<file path="config.mk">
export PLATFORM = sky130hd
export DESIGN_NAME = fel_logger
export DESIGN_NICKNAME = d
export VERILOG_FILES = /design/src/inc/fel_pkg.sv /design/src/rtl/fel_hours.sv /design/src/rtl/fel_logger.sv
export SDC_FILE = /design/constraint.sdc
export NUM_CORES = 2
export LEC_CHECK = 0
export ABC_CLOCK_PERIOD_IN_PS = 52600
export BUFFER_PORTS_ARGS = -buffer_cell sky130_fd_sc_hd__buf_2
export CAP_MARGIN = 30
export CORE_MARGIN = 10
export CORE_UTILIZATION = 35
export CTS_CLUSTER_DIAMETER = 120
export DETAILED_ROUTE_END_ITERATION = 6
export HOLD_SLACK_MARGIN = 0.05
export PLACE_DENSITY = 0.51
export SLEW_MARGIN = 20
export SYNTH_ARGS = -nofsm -noshare
export SYNTH_HDL_FRONTEND = slang
export SYNTH_SLANG_ARGS = --single-unit
</file>
<file path="constraint.sdc">
create_clock -name clk -period 52.6 [get_ports clk]
set_input_delay 5.26 -clock clk [delete_from_list [all_inputs] [get_ports clk]]
set_output_delay 5.26 -clock clk [all_outputs]
set_load 0.02 [all_outputs]
</file>
<file path="src/inc/fel_pkg.sv">
// Constants and shared types for the fault event logger
package fel_pkg;
  localparam int  DEPTH          = 21;
  localparam int  CLK_HZ         = 100_000_000;
  localparam int  TICK_S         = 1;
  localparam int  TICK_CYC       = CLK_HZ * TICK_S;
  localparam int  STAMP_W        = 32;
  localparam int  CODE_W         = 8;
  localparam int  NUM_W          = 16;
  localparam int  DIP_W          = 8;
  localparam int  FLASH_MS       = 500;
  localparam int  FLASH_CYC      = (CLK_HZ / 1000) * FLASH_MS;
  localparam logic [7:0] CODE_POWER_ON  = 8'h00;
  localparam logic [7:0] CODE_LOC_CLOSE = 8'hC8;
  localparam logic [7:0] CODE_LOC_OPEN  = 8'hC9;
  localparam logic [7:0] CODE_NET_CLOSE = 8'hCA;
  localparam logic [7:0] CODE_NET_OPEN  = 8'hCB;
  localparam logic [15:0] NUM_ONE       = 16'h0001;
  typedef enum logic [1:0] {FEL_OFF, FEL_GREEN, FEL_RED} fel_led_type;
endpackage

</file>
<file path="src/rtl/fel_hours.sv">
// Operating-hours counter with 1 s resolution
`timescale 1ns/1ns
module fel_hours #(
  parameter int TICK_CYC = fel_pkg::TICK_CYC
) (
  input  wire logic                         clk,
  input  wire logic                         sys_rst,
  input  wire logic                         supply_ok,
  output logic [fel_pkg::STAMP_W-1:0]       seconds
);
  typedef struct packed {
    logic [31:0]                  div;
    logic [fel_pkg::STAMP_W-1:0]  sec;
  } fel_hours_type;
  fel_hours_type st_q;
  fel_hours_type st_d;

  always_comb
  begin
    st_d = st_q;
    if (supply_ok)
    begin
      if (st_q.div == 32'(TICK_CYC - 1))
      begin
        st_d.div = '0;
        st_d.sec = st_q.sec + 1'b1;
      end
      else
      begin
        st_d.div = st_q.div + 1'b1;
      end
    end
  end

  always_ff @(posedge clk or posedge sys_rst)
  begin
    if (sys_rst)
      st_q <= '0;
    else
      st_q <= st_d;
  end

  assign seconds = st_q.sec;

  a_hours_hold: assert property (@(posedge clk) disable iff (sys_rst)
    !supply_ok |=> $stable(seconds))
    else $error("hours advanced without supply");
endmodule // fel_hours

</file>
<file path="src/rtl/fel_logger.sv">
// Fault ring log, enable log, event memory and service state
`timescale 1ns/1ns
module fel_logger #(
  parameter int NFAULT   = 8,
  parameter int DEPTH    = fel_pkg::DEPTH,
  parameter int TICK_CYC = fel_pkg::TICK_CYC,
  parameter int FLASH_CYC = fel_pkg::FLASH_CYC
) (
  input  wire logic                         clk,
  input  wire logic                         sys_rst,
  input  wire logic                         supply_ok,
  input  wire logic                         power_on,
  input  wire logic [NFAULT-1:0]            fault_in,
  input  wire logic [7:0]                   fault_code [NFAULT],
  input  wire logic                         loc_enable,
  input  wire logic                         net_enable,
  input  wire logic [fel_pkg::DIP_W-1:0]    dip_in,
  input  wire logic                         init_read,
  input  wire logic                         init_write,
  input  wire logic [4:0]                   rd_pos,
  output logic [fel_pkg::CODE_W-1:0]        rd_code,
  output logic [fel_pkg::NUM_W-1:0]         rd_num,
  output logic [fel_pkg::STAMP_W-1:0]       rd_stamp,
  output logic [4:0]                        log_count,
  output logic [fel_pkg::CODE_W-1:0]        en_code,
  output logic [fel_pkg::STAMP_W-1:0]       en_stamp,
  output logic [fel_pkg::DIP_W-1:0]         en_dip,
  output logic [fel_pkg::STAMP_W-1:0]       ev_close_stamp,
  output logic [fel_pkg::STAMP_W-1:0]       ev_open_stamp,
  output logic [fel_pkg::STAMP_W-1:0]       ev_read_stamp,
  output logic [fel_pkg::STAMP_W-1:0]       ev_write_stamp,
  input  wire logic                         motor_off,
  input  wire logic                         local_manual,
  input  wire logic                         pw_set,
  input  wire logic                         fw_start,
  input  wire logic                         fw_done,
  input  wire logic                         fw_abort,
  output logic                              fw_refused,
  output logic                              station_fail,
  output logic                              fw_run_new,
  output logic                              dev_ready,
  output logic                              led_bus,
  output logic                              led_fault,
  output fel_pkg::fel_led_type              led_device,
  input  wire logic                         factory_cmd,
  output logic                              param_reset,
  output logic                              factory_ok
);
  localparam int SW = fel_pkg::STAMP_W;
  localparam int CW = fel_pkg::CODE_W;
  localparam int NW = fel_pkg::NUM_W;

  typedef enum logic [1:0] {FEL_IDLE, FEL_LOAD, FEL_BROKEN} fel_fw_type;

  typedef struct packed {
    logic [DEPTH-1:0][CW-1:0]  code;
    logic [DEPTH-1:0][NW-1:0]  num;
    logic [DEPTH-1:0][SW-1:0]  stamp;
    logic [4:0]                cnt;
    logic [NFAULT-1:0]         flt;
    logic                      loc;
    logic                      net;
    logic                      pwr;
    logic [CW-1:0]             en_code;
    logic [SW-1:0]             en_stamp;
    logic [fel_pkg::DIP_W-1:0] en_dip;
    logic [SW-1:0]             ev_close;
    logic [SW-1:0]             ev_open;
    logic [SW-1:0]             ev_read;
    logic [SW-1:0]             ev_write;
    fel_fw_type                fw;
    logic                      refused;
    logic                      run_new;
    logic                      fac_ok;
    logic                      prst;
    logic [31:0]               flash;
    logic                      phase;
    logic [1:0][NFAULT-1:0]    fsync;
    logic [1:0][3:0]           psync;
    logic [CW-1:0]             rd_code;
    logic [NW-1:0]             rd_num;
    logic [SW-1:0]             rd_stamp;
  } fel_logger_type;

  fel_logger_type st_q;
  fel_logger_type st_d;

  logic [SW-1:0]              now;
  logic [NFAULT-1:0]          flt_s;
  logic                       loc_s;
  logic                       net_s;
  logic                       rd_s;
  logic                       wr_s;

  fel_hours #(
    .TICK_CYC (TICK_CYC)
  ) u_hours (
    .clk       (clk),
    .sys_rst   (sys_rst),
    .supply_ok (supply_ok),
    .seconds   (now)
  );

  // Fault, enable and init pins pass two flops; only the second stage is read
  assign flt_s = st_q.fsync[1];
  assign {loc_s, net_s, rd_s, wr_s} = st_q.psync[1];

  logic [4:0] idx;
  assign idx = (rd_pos >= 5'h01 && rd_pos <= 5'(DEPTH)) ?
               rd_pos - 5'h01 : 5'h00;

  // Rises in one cycle are logged one an edge, lowest index first.
  // A fault that falls before its turn is lost, so levels must hold.
  logic [NFAULT-1:0] flt_rise;
  assign flt_rise = flt_s & ~st_q.flt;

  logic              push;
  logic [CW-1:0]     push_code;
  logic [NFAULT-1:0] push_sel;
  logic          pwr_rise;
  assign pwr_rise = power_on & ~st_q.pwr;

  always_comb
  begin
    push      = 1'b0;
    push_sel  = '0;
    push_code = fel_pkg::CODE_POWER_ON;
    for (int i = NFAULT - 1; i >= 0; i--)
    begin
      if (flt_rise[i])
      begin
        push      = 1'b1;
        push_code = fault_code[i];
        push_sel    = '0;
        push_sel[i] = 1'b1;
      end
    end
  end

  always_comb
  begin
    st_d     = st_q;
    st_d.fsync = {st_q.fsync[0], fault_in};
    st_d.psync = {st_q.psync[0],
                  {loc_enable, net_enable, init_read, init_write}};
    // Readout is registered: a new position shows one edge later
    st_d.rd_code  = st_q.code[idx];
    st_d.rd_num   = st_q.num[idx];
    st_d.rd_stamp = st_q.stamp[idx];
    // falling edge always tracked; unlogged rises stay pending
    st_d.flt = flt_s & ~(flt_rise & ~push_sel);
    st_d.loc = loc_s;
    st_d.net = net_s;
    // A power-on beaten by a fault rise waits for the next edge
    st_d.pwr = power_on & ~(pwr_rise & push);
    st_d.refused = 1'b0;
    st_d.fac_ok  = 1'b0;
    st_d.prst    = 1'b0;
    st_d.run_new = 1'b0;
    if (push || (pwr_rise && !(st_q.cnt != '0 &&
        st_q.code[0] == fel_pkg::CODE_POWER_ON)))
    begin
      for (int k = DEPTH - 1; k > 0; k--)
      begin
        st_d.code[k]  = st_q.code[k-1];
        st_d.num[k]   = st_q.num[k-1];
        st_d.stamp[k] = st_q.stamp[k-1];
      end
      st_d.code[0]  = push ? push_code : fel_pkg::CODE_POWER_ON;
      st_d.num[0]   = fel_pkg::NUM_ONE;
      st_d.stamp[0] = now;
      if (st_q.cnt != 5'(DEPTH))
        st_d.cnt = st_q.cnt + 1'b1;
    end
    else if (pwr_rise)
    begin
      st_d.num[0]   = st_q.num[0] + 1'b1;
    end
    if (loc_s != st_q.loc)
    begin
      st_d.en_code  = loc_s ? fel_pkg::CODE_LOC_CLOSE
                            : fel_pkg::CODE_LOC_OPEN;
      st_d.en_stamp = now;
      st_d.en_dip   = dip_in;
    end
    else if (net_s != st_q.net)
    begin
      st_d.en_code  = net_s ? fel_pkg::CODE_NET_CLOSE
                            : fel_pkg::CODE_NET_OPEN;
      st_d.en_stamp = now;
      st_d.en_dip   = dip_in;
    end
    if ((loc_s & ~st_q.loc) | (net_s & ~st_q.net))
      st_d.ev_close = now;
    if ((~loc_s & st_q.loc) | (~net_s & st_q.net))
      st_d.ev_open = now;
    if (rd_s)
      st_d.ev_read = now;
    if (wr_s)
      st_d.ev_write = now;
    unique case (st_q.fw)
      FEL_IDLE:
      begin
        if (fw_start)
        begin
          if (motor_off && local_manual && !pw_set)
            st_d.fw = FEL_LOAD;
          else
            st_d.refused = 1'b1;
        end
      end
      FEL_LOAD:
      begin
        if (fw_abort || !supply_ok)
          st_d.fw = FEL_BROKEN;
        else if (fw_done)
        begin
          st_d.fw      = FEL_IDLE;
          st_d.run_new = 1'b1;
        end
      end
      FEL_BROKEN:
      begin
        if (fw_start && motor_off && local_manual && !pw_set)
          st_d.fw = FEL_LOAD;
      end
    endcase
    if (st_q.fw != FEL_IDLE)
    begin
      if (st_q.flash == 32'(FLASH_CYC - 1))
      begin
        st_d.flash = '0;
        st_d.phase = ~st_q.phase;
      end
      else
        st_d.flash = st_q.flash + 1'b1;
    end
    if (factory_cmd && st_q.fw == FEL_IDLE)
      st_d.prst = 1'b1;
    if (st_q.prst)
      st_d.fac_ok = 1'b1;
  end

  always_ff @(posedge clk or posedge sys_rst)
  begin
    if (sys_rst)
      st_q <= '0;
    else
      st_q <= st_d;
  end

  assign rd_code  = st_q.rd_code;
  assign rd_num   = st_q.rd_num;
  assign rd_stamp = st_q.rd_stamp;
  assign log_count      = st_q.cnt;
  assign en_code        = st_q.en_code;
  assign en_stamp       = st_q.en_stamp;
  assign en_dip         = st_q.en_dip;
  assign ev_close_stamp = st_q.ev_close;
  assign ev_open_stamp  = st_q.ev_open;
  assign ev_read_stamp  = st_q.ev_read;
  assign ev_write_stamp = st_q.ev_write;
  assign fw_refused     = st_q.refused;
  assign fw_run_new     = st_q.run_new;
  assign station_fail   = st_q.fw != FEL_IDLE;
  assign dev_ready      = st_q.fw == FEL_IDLE;
  assign led_bus        = station_fail & st_q.phase;
  assign led_fault      = station_fail & ~st_q.phase;
  assign led_device     = station_fail ? fel_pkg::FEL_RED
                                       : fel_pkg::FEL_GREEN;
  assign param_reset    = st_q.prst;
  assign factory_ok     = st_q.fac_ok;

  a_fault_push: assert property (@(posedge clk) disable iff (sys_rst)
    (|flt_rise) |=> st_q.stamp[0] == $past(now))
    else $error("fault rise not logged");
  a_fall_quiet: assert property (@(posedge clk) disable iff (sys_rst)
    (flt_rise == '0 && !pwr_rise) |=> $stable(st_q.cnt))
    else $error("entry written without rise");
  a_count_cap: assert property (@(posedge clk) disable iff (sys_rst)
    st_q.cnt <= 5'(DEPTH))
    else $error("log count above depth");
  a_power_bump: assert property (@(posedge clk) disable iff (sys_rst)
    (pwr_rise && !push && st_q.cnt != '0 &&
     st_q.code[0] == fel_pkg::CODE_POWER_ON)
    |=> st_q.num[0] == $past(st_q.num[0]) + 1'b1)
    else $error("power-on not counted");
  a_shift_old: assert property (@(posedge clk) disable iff (sys_rst)
    (|flt_rise) |=> st_q.code[1] == $past(st_q.code[0]))
    else $error("ring did not shift");
  a_loc_code: assert property (@(posedge clk) disable iff (sys_rst)
    (loc_s && !st_q.loc) |=> en_code == fel_pkg::CODE_LOC_CLOSE)
    else $error("local close code wrong");
  a_fw_refuse: assert property (@(posedge clk) disable iff (sys_rst)
    (fw_start && st_q.fw == FEL_IDLE && pw_set)
    |=> fw_refused && !station_fail)
    else $error("update not refused");
  a_led_alt: assert property (@(posedge clk) disable iff (sys_rst)
    station_fail |-> (led_bus != led_fault) &&
    led_device == fel_pkg::FEL_RED && !dev_ready)
    else $error("update indication wrong");
  a_factory_ok: assert property (@(posedge clk) disable iff (sys_rst)
    param_reset |=> factory_ok)
    else $error("factory report missing");
endmodule // fel_logger

</file>
# Yosys cells after proc, flatten, opt, wreduce, memory -nomap -nowiden
# Cells that the tools add are included.
# W data, S select, Z words.
# classes
n_mux,54
bitwise,24
n_eq_ne,11
n_lt_le_gt_ge,3
n_reduce_logical,24
add_sub_neg,6
# ops
cell,n
$bmux W32 S5,1
$mux W8,18
$add A32 B1 Y32 const B,3
$mux W32,3
$mux W48,2
$bmux W16 S5,1
$mux W16,3
$bmux W8 S5,1
$eq A32 B26 Y1 const B,1
$eq A32 B27 Y1 const B,1
$and A8 B8 Y8,3
$not A8 Y8,3
$mux W1,17
$add A16 B1 Y16 const B,1
$mux W2,5
$and A1 B1 Y1,9
$logic_and A1 B1 Y1,9
$logic_not A8 Y1,1
$not A1 Y1,7
$lt A5 B6 Y1 const B,1
$pmux W2 S3,1
$reduce_and A2 Y1,3
$reduce_bool A2 Y1,3
$add A5 B1 Y5 const B,1
18 further kinds,24
# word_totals
word_cells,213
regBits,1551

# Depth between registers and ports, before layout
# depth
word_depth,14
ltp_mapped,17

# Cells and area by module
# A second synthesis with hierarchy kept.
# hier_totals
hier_cells,7752
hier_area_um2,71215.8
# modules_own_cells
module,area_each_um2,cells_each,n_inst,seq_area_each_um2
fel_logger,67838.8,7419,1,37085.6
fel_hours,3377.0,333,1,1601.5

# Worst setup path before layout
# OpenSTA, ideal clock, no wires.
# synth_timing
path_kind,in2reg
start,input port rd_pos[0]
end,"register st_q, in the netlist rd_stamp[14]"
setup_time_ps,126
slack_ps,44433
n_path_buf,8
cell_stages,16
t_arrival_ps,8040
cell_sequence,buf_2 inv_2 clkbuf_1 clkbuf_1 ha_1 buf_2 and2_1 buf_2 a21o_1 buf_2 a21o_1 buf_2 buf_2 nand2_1 o221ai_1 a311o_1
# synth_lines
element,line,rtl
"start, declared",fel_logger.sv:20,"input wire logic [4:0] rd_pos,"
"end signal, assigned",fel_logger.sv:249,st_q <= st_d;
"end, declared",fel_logger.sv:85,fel_logger_type st_q;

==> flow_metrics.py <==
metrics = {
    "run": {
        "max-cap-violations": 0,
    },
    "clock_network": {
        "cts-hold-fix-buffers": 0,
        "cts_inserted_buffers": 174,
        "clkTransAtPathRegs_ps": 60,
        "cts_tree": "yes",
        "clk_latency_ps": 830,
        "cts.sinks": 1546,
        "clk_path_buf_depth": 3,
        "cts_root_buf": "clkbuf_16",
        "postCtsSetupRepairBufs": 0,
        "h-tree-depth": 4,
        "cts_resized": 0,
    },
    "layout": {
        "final_net_count": 7800,
        "final_cell_mix": "nand2_1, dfrtp_1, buf_2, a21oi_1, mux2_2",
        "drive_gt1_share_pct": 12.9,
        "final_util_pct": 39.1,
        "final_common_cell": "nand2_1",
        "area_growth_pct": 11.3,
    },
    "drt": {
        "wl_met2_mm": 95.9,
        "wl_mm": 213,
        "wl_met1_mm": 98.4,
        "wl_per_cell_um": 20.3,
        "dr.pass1.iters": 7,
        "drt-initial-drc-count": 5193,
        "num_vias": 53690,
        "drc": 2,
        "top_layer_used": "met5",
        "vias_per_cell": 5.12,
        "postRouteAntennaNets": 0,
        "dr_wl_met3_mm": 13.6,
    },
    "power_and_ir_drop": {
        "p_sw_mw": 0.764,
        "clkPwrFrac_pct": 43.7,
        "power.density_nw_per_um2": 35.6,
        "p_int_mw": 2.04,
        "p_comb_share_pct": 10.2,
        "seq_power_share_pct": 46.1,
        "peakVddDrop_mv": 0.0245,
        "power_leakage_nw": 40.5,
        "power_mw": 2.81,
        "p_sw_share_pct": 27.2,
    },
    "floorplanning": {
        "die_area_sq_um": 221000,
        "die_x_um": 470,
        "coreArea_sq_um": 202000,
        "initial_core_util_pct": 35.1,
        "io_pins": 347,
        "die-height_um": 470,
        "rows": 165,
    },
    "run_status": {
        "outcome": "finished with violations",
        "violations": "DRC",
    },
    "grt": {
        "grtUsageTotal_pct": 18.8,
        "grt_pass1_vias": 52469,
        "grt-ovfl-total": 0,
        "grt_antenna_before_repair": 13,
        "grt_pass1_wl_mm": 333,
        "grt_max_degree": 235,
    },
    "timing": {
        "relSlewSlack_pct": 23.2,
        "post-route-period-util_pct": 20.0,
        "hold_violations": 0,
        "rsz0062_at_grt": "no",
        "clock.fmax_mhz": 94.9,
        "fin_crit_ps": 10530,
        "finalMaxSlewViolations": 0,
        "skew_ps": 37.0,
        "setup_viol": 0,
        "max_slew.worst_pin.slew_ps": 1150,
        "final.setup.tns_ps": 0,
    },
    "worst_setup_path": {
        "worst_path_max_delay_cell": "ha_4",
        "cp.required_ps": 53360,
        "cp_max_fo": 66,
        "cpMostUsedCell": "buf_4",
        "critPathArrivalTime_ps": 11290,
        "worst_setup_path_end_kind": "flip-flop",
        "worstPathCellList": "buf_8 > clkinv_2 > ha_4 > buf_4 > buf_4 > nand2b_2 > a21oi_4 > buf_4 > a22o_1 > a21oi_1 > a211oi_1 > a311o_1",
        "r2r_slack_ps": 47470,
        "critPathMaxStageDelay_ps": 900,
        "r2r_cells": 10,
        "crit_type": "in -> reg",
        "rr_startpoint": "flt_s[3]$_DFF_PP0_",
        "cp-start-kind": "input port",
        "reg2reg_to": "st_q[1462]$_DFFE_PP0N_",
    },
    "synthesis": {
        "synthDistinctLibCells": 84,
        "avgSynthCellArea_sq_um": 9.05,
        "ys_async_sr_fraction_pct": 100,
        "yosys_register_bits": 1546,
        "ys_warn_count": 0,
        "ys_seq_area_share_pct": 54.6,
        "ys.flop_type": "dfrtp_1",
        "synth_cells": 7829,
        "synth_area_sq_um": 70900,
        "synth_edf_count": 0,
    },
    "placement": {
        "hpwlAfterDp_mm": 126,
        "gp_congestion": 0.789,
        "port-buffer-count": 343,
    },
    "worst_hold_path": {
        "whs_path_depth": 0,
        "hold_class": "reg -> reg",
        "min_to": "net_s$_DFF_PP0_",
        "worstHoldStart": "st_d[62]$_DFF_PP0_",
    },
}
cell families (layout without fill, tap and decap cells):
logic type	Yosys count	count (layout)	synth area share (%)
and+or+nand+nor	3928	3928	21.6
DFF	1546	1546	54.6
AOI/OAI and AO/OA	1073	1073	10.6
buffers and inverters	811	793	6.19
muxes	346	346	5.37
xor gates and xnor gates	108	108	1.35
adders and majority gates	16	16	0.283
other	1	5	0.00529
synth_stat cells, types with 28 or more instances:
cell / n / share of area (%)
a211o_1: 30 / 0.37
a211oi_1: 40 / 0.42
a21oi_1: 269 / 1.9
a221oi_1: 70 / 0.87
a222oi_1: 43 / 0.61
a22o_1: 47 / 0.58
a22oi_1: 97 / 1.0
buf_1: 29 / 0.15
buf_2: 292 / 2.1
buf_4: 246 / 2.6
clkbuf_1: 204 / 1.1
dfrtp_1: 1546 / 55
inv_1: 30 / 0.16
mux2_2: 223 / 3.5
mux2i_1: 118 / 1.7
nand2_1: 3579 / 19
nand3_1: 53 / 0.37
nand4_1: 28 / 0.25
nor2_1: 137 / 0.73
nor2b_1: 30 / 0.26
o211ai_1: 43 / 0.46
o21ai_0: 188 / 1.3
o221ai_1: 39 / 0.48
o22a_1: 43 / 0.53
o22ai_1: 46 / 0.41
xnor2_1: 68 / 0.84
xor2_1: 39 / 0.48
worst max-delay path: cells and delay by family:
family                     cells  cell delay (ps)
and+or+nand+nor                1              160
AOI/OAI and AO/OA              5             1530
buffers and inverters          5             3320
adders and majority gates      1              900
area by class of cell:
cell class                 count  area, sq um
fill                       20030       123000
tap                         2672         3340
sequential                  1546        38700
antenna                        2         5.00
timing repair buffer         457         2970
clock inverter                56          768
multi-input combinational   5474        28000
clock buffer                 249         4970
inverter                      31          125
routing by layer:
layer,up-vias,track usage [%]
met1,26715,26.6
met3,282,4.13
li1,25276,-
met5,-,0
met2,1413,29.3
met4,4,4.65
sequential cells by signal, indices dropped and copies added, names as in the netlist, 3 cells and up:
signal / count
st_q: 1223
u_hours.seconds: 32
log_count: 5
en_stamp: 32
rd_stamp: 32
rd_code: 8
ev_close_stamp: 32
u_hours.st_q: 32
ev_read_stamp: 32
rd_num: 16
ev_open_stamp: 32
flt_s: 8
ev_write_stamp: 32
en_dip: 8
en_code: 3
st_d: 12
worst max path at each step:
stage	startpoint	to	slack (ps)	cells after the start
floorplan	sys_rst	en_code[0]$_DFFE_PP0P_	3720	1
global placement	rd_pos[0]	rd_stamp[30]$_DFF_PP0_	41250	12
detailed placement	rd_pos[0]	rd_stamp[30]$_DFF_PP0_	41230	12
CTS	rd_pos[0]	rd_stamp[30]$_DFF_PP0_	42130	12
global route	rd_pos[0]	rd_stamp[30]$_DFF_PP0_	41830	12
finish	rd_pos[0]	rd_stamp[30]$_DFF_PP0_	42070	12
power by group through the flow:
stage / combinational [mW] / sequential (mW) / clock [mW]
3_3_place_gp: 0.285 / 1.32 / 0
3_5_place_dp: 0.290 / 1.32 / 0
4_1_cts: 0.290 / 1.29 / 1.26
5_1_grt: 0.317 / 1.30 / 1.31
2_1_floorplan: 0.201 / 1.30 / 0
6_report: 0.287 / 1.29 / 1.23
stage by stage:
step	cell area (sq um)	hold WS [ps]	worst slack, ps	instances
final	78900	347	42070	10487
after global placement	72700	333	41250	10162
after global routing	78900	355	41830	10487
after CTS	78700	348	42130	10476
after floorplan	70900	331	3720	7831
after detailed placement	72900	335	41230	10171
(Power assumes the default switching activity.)
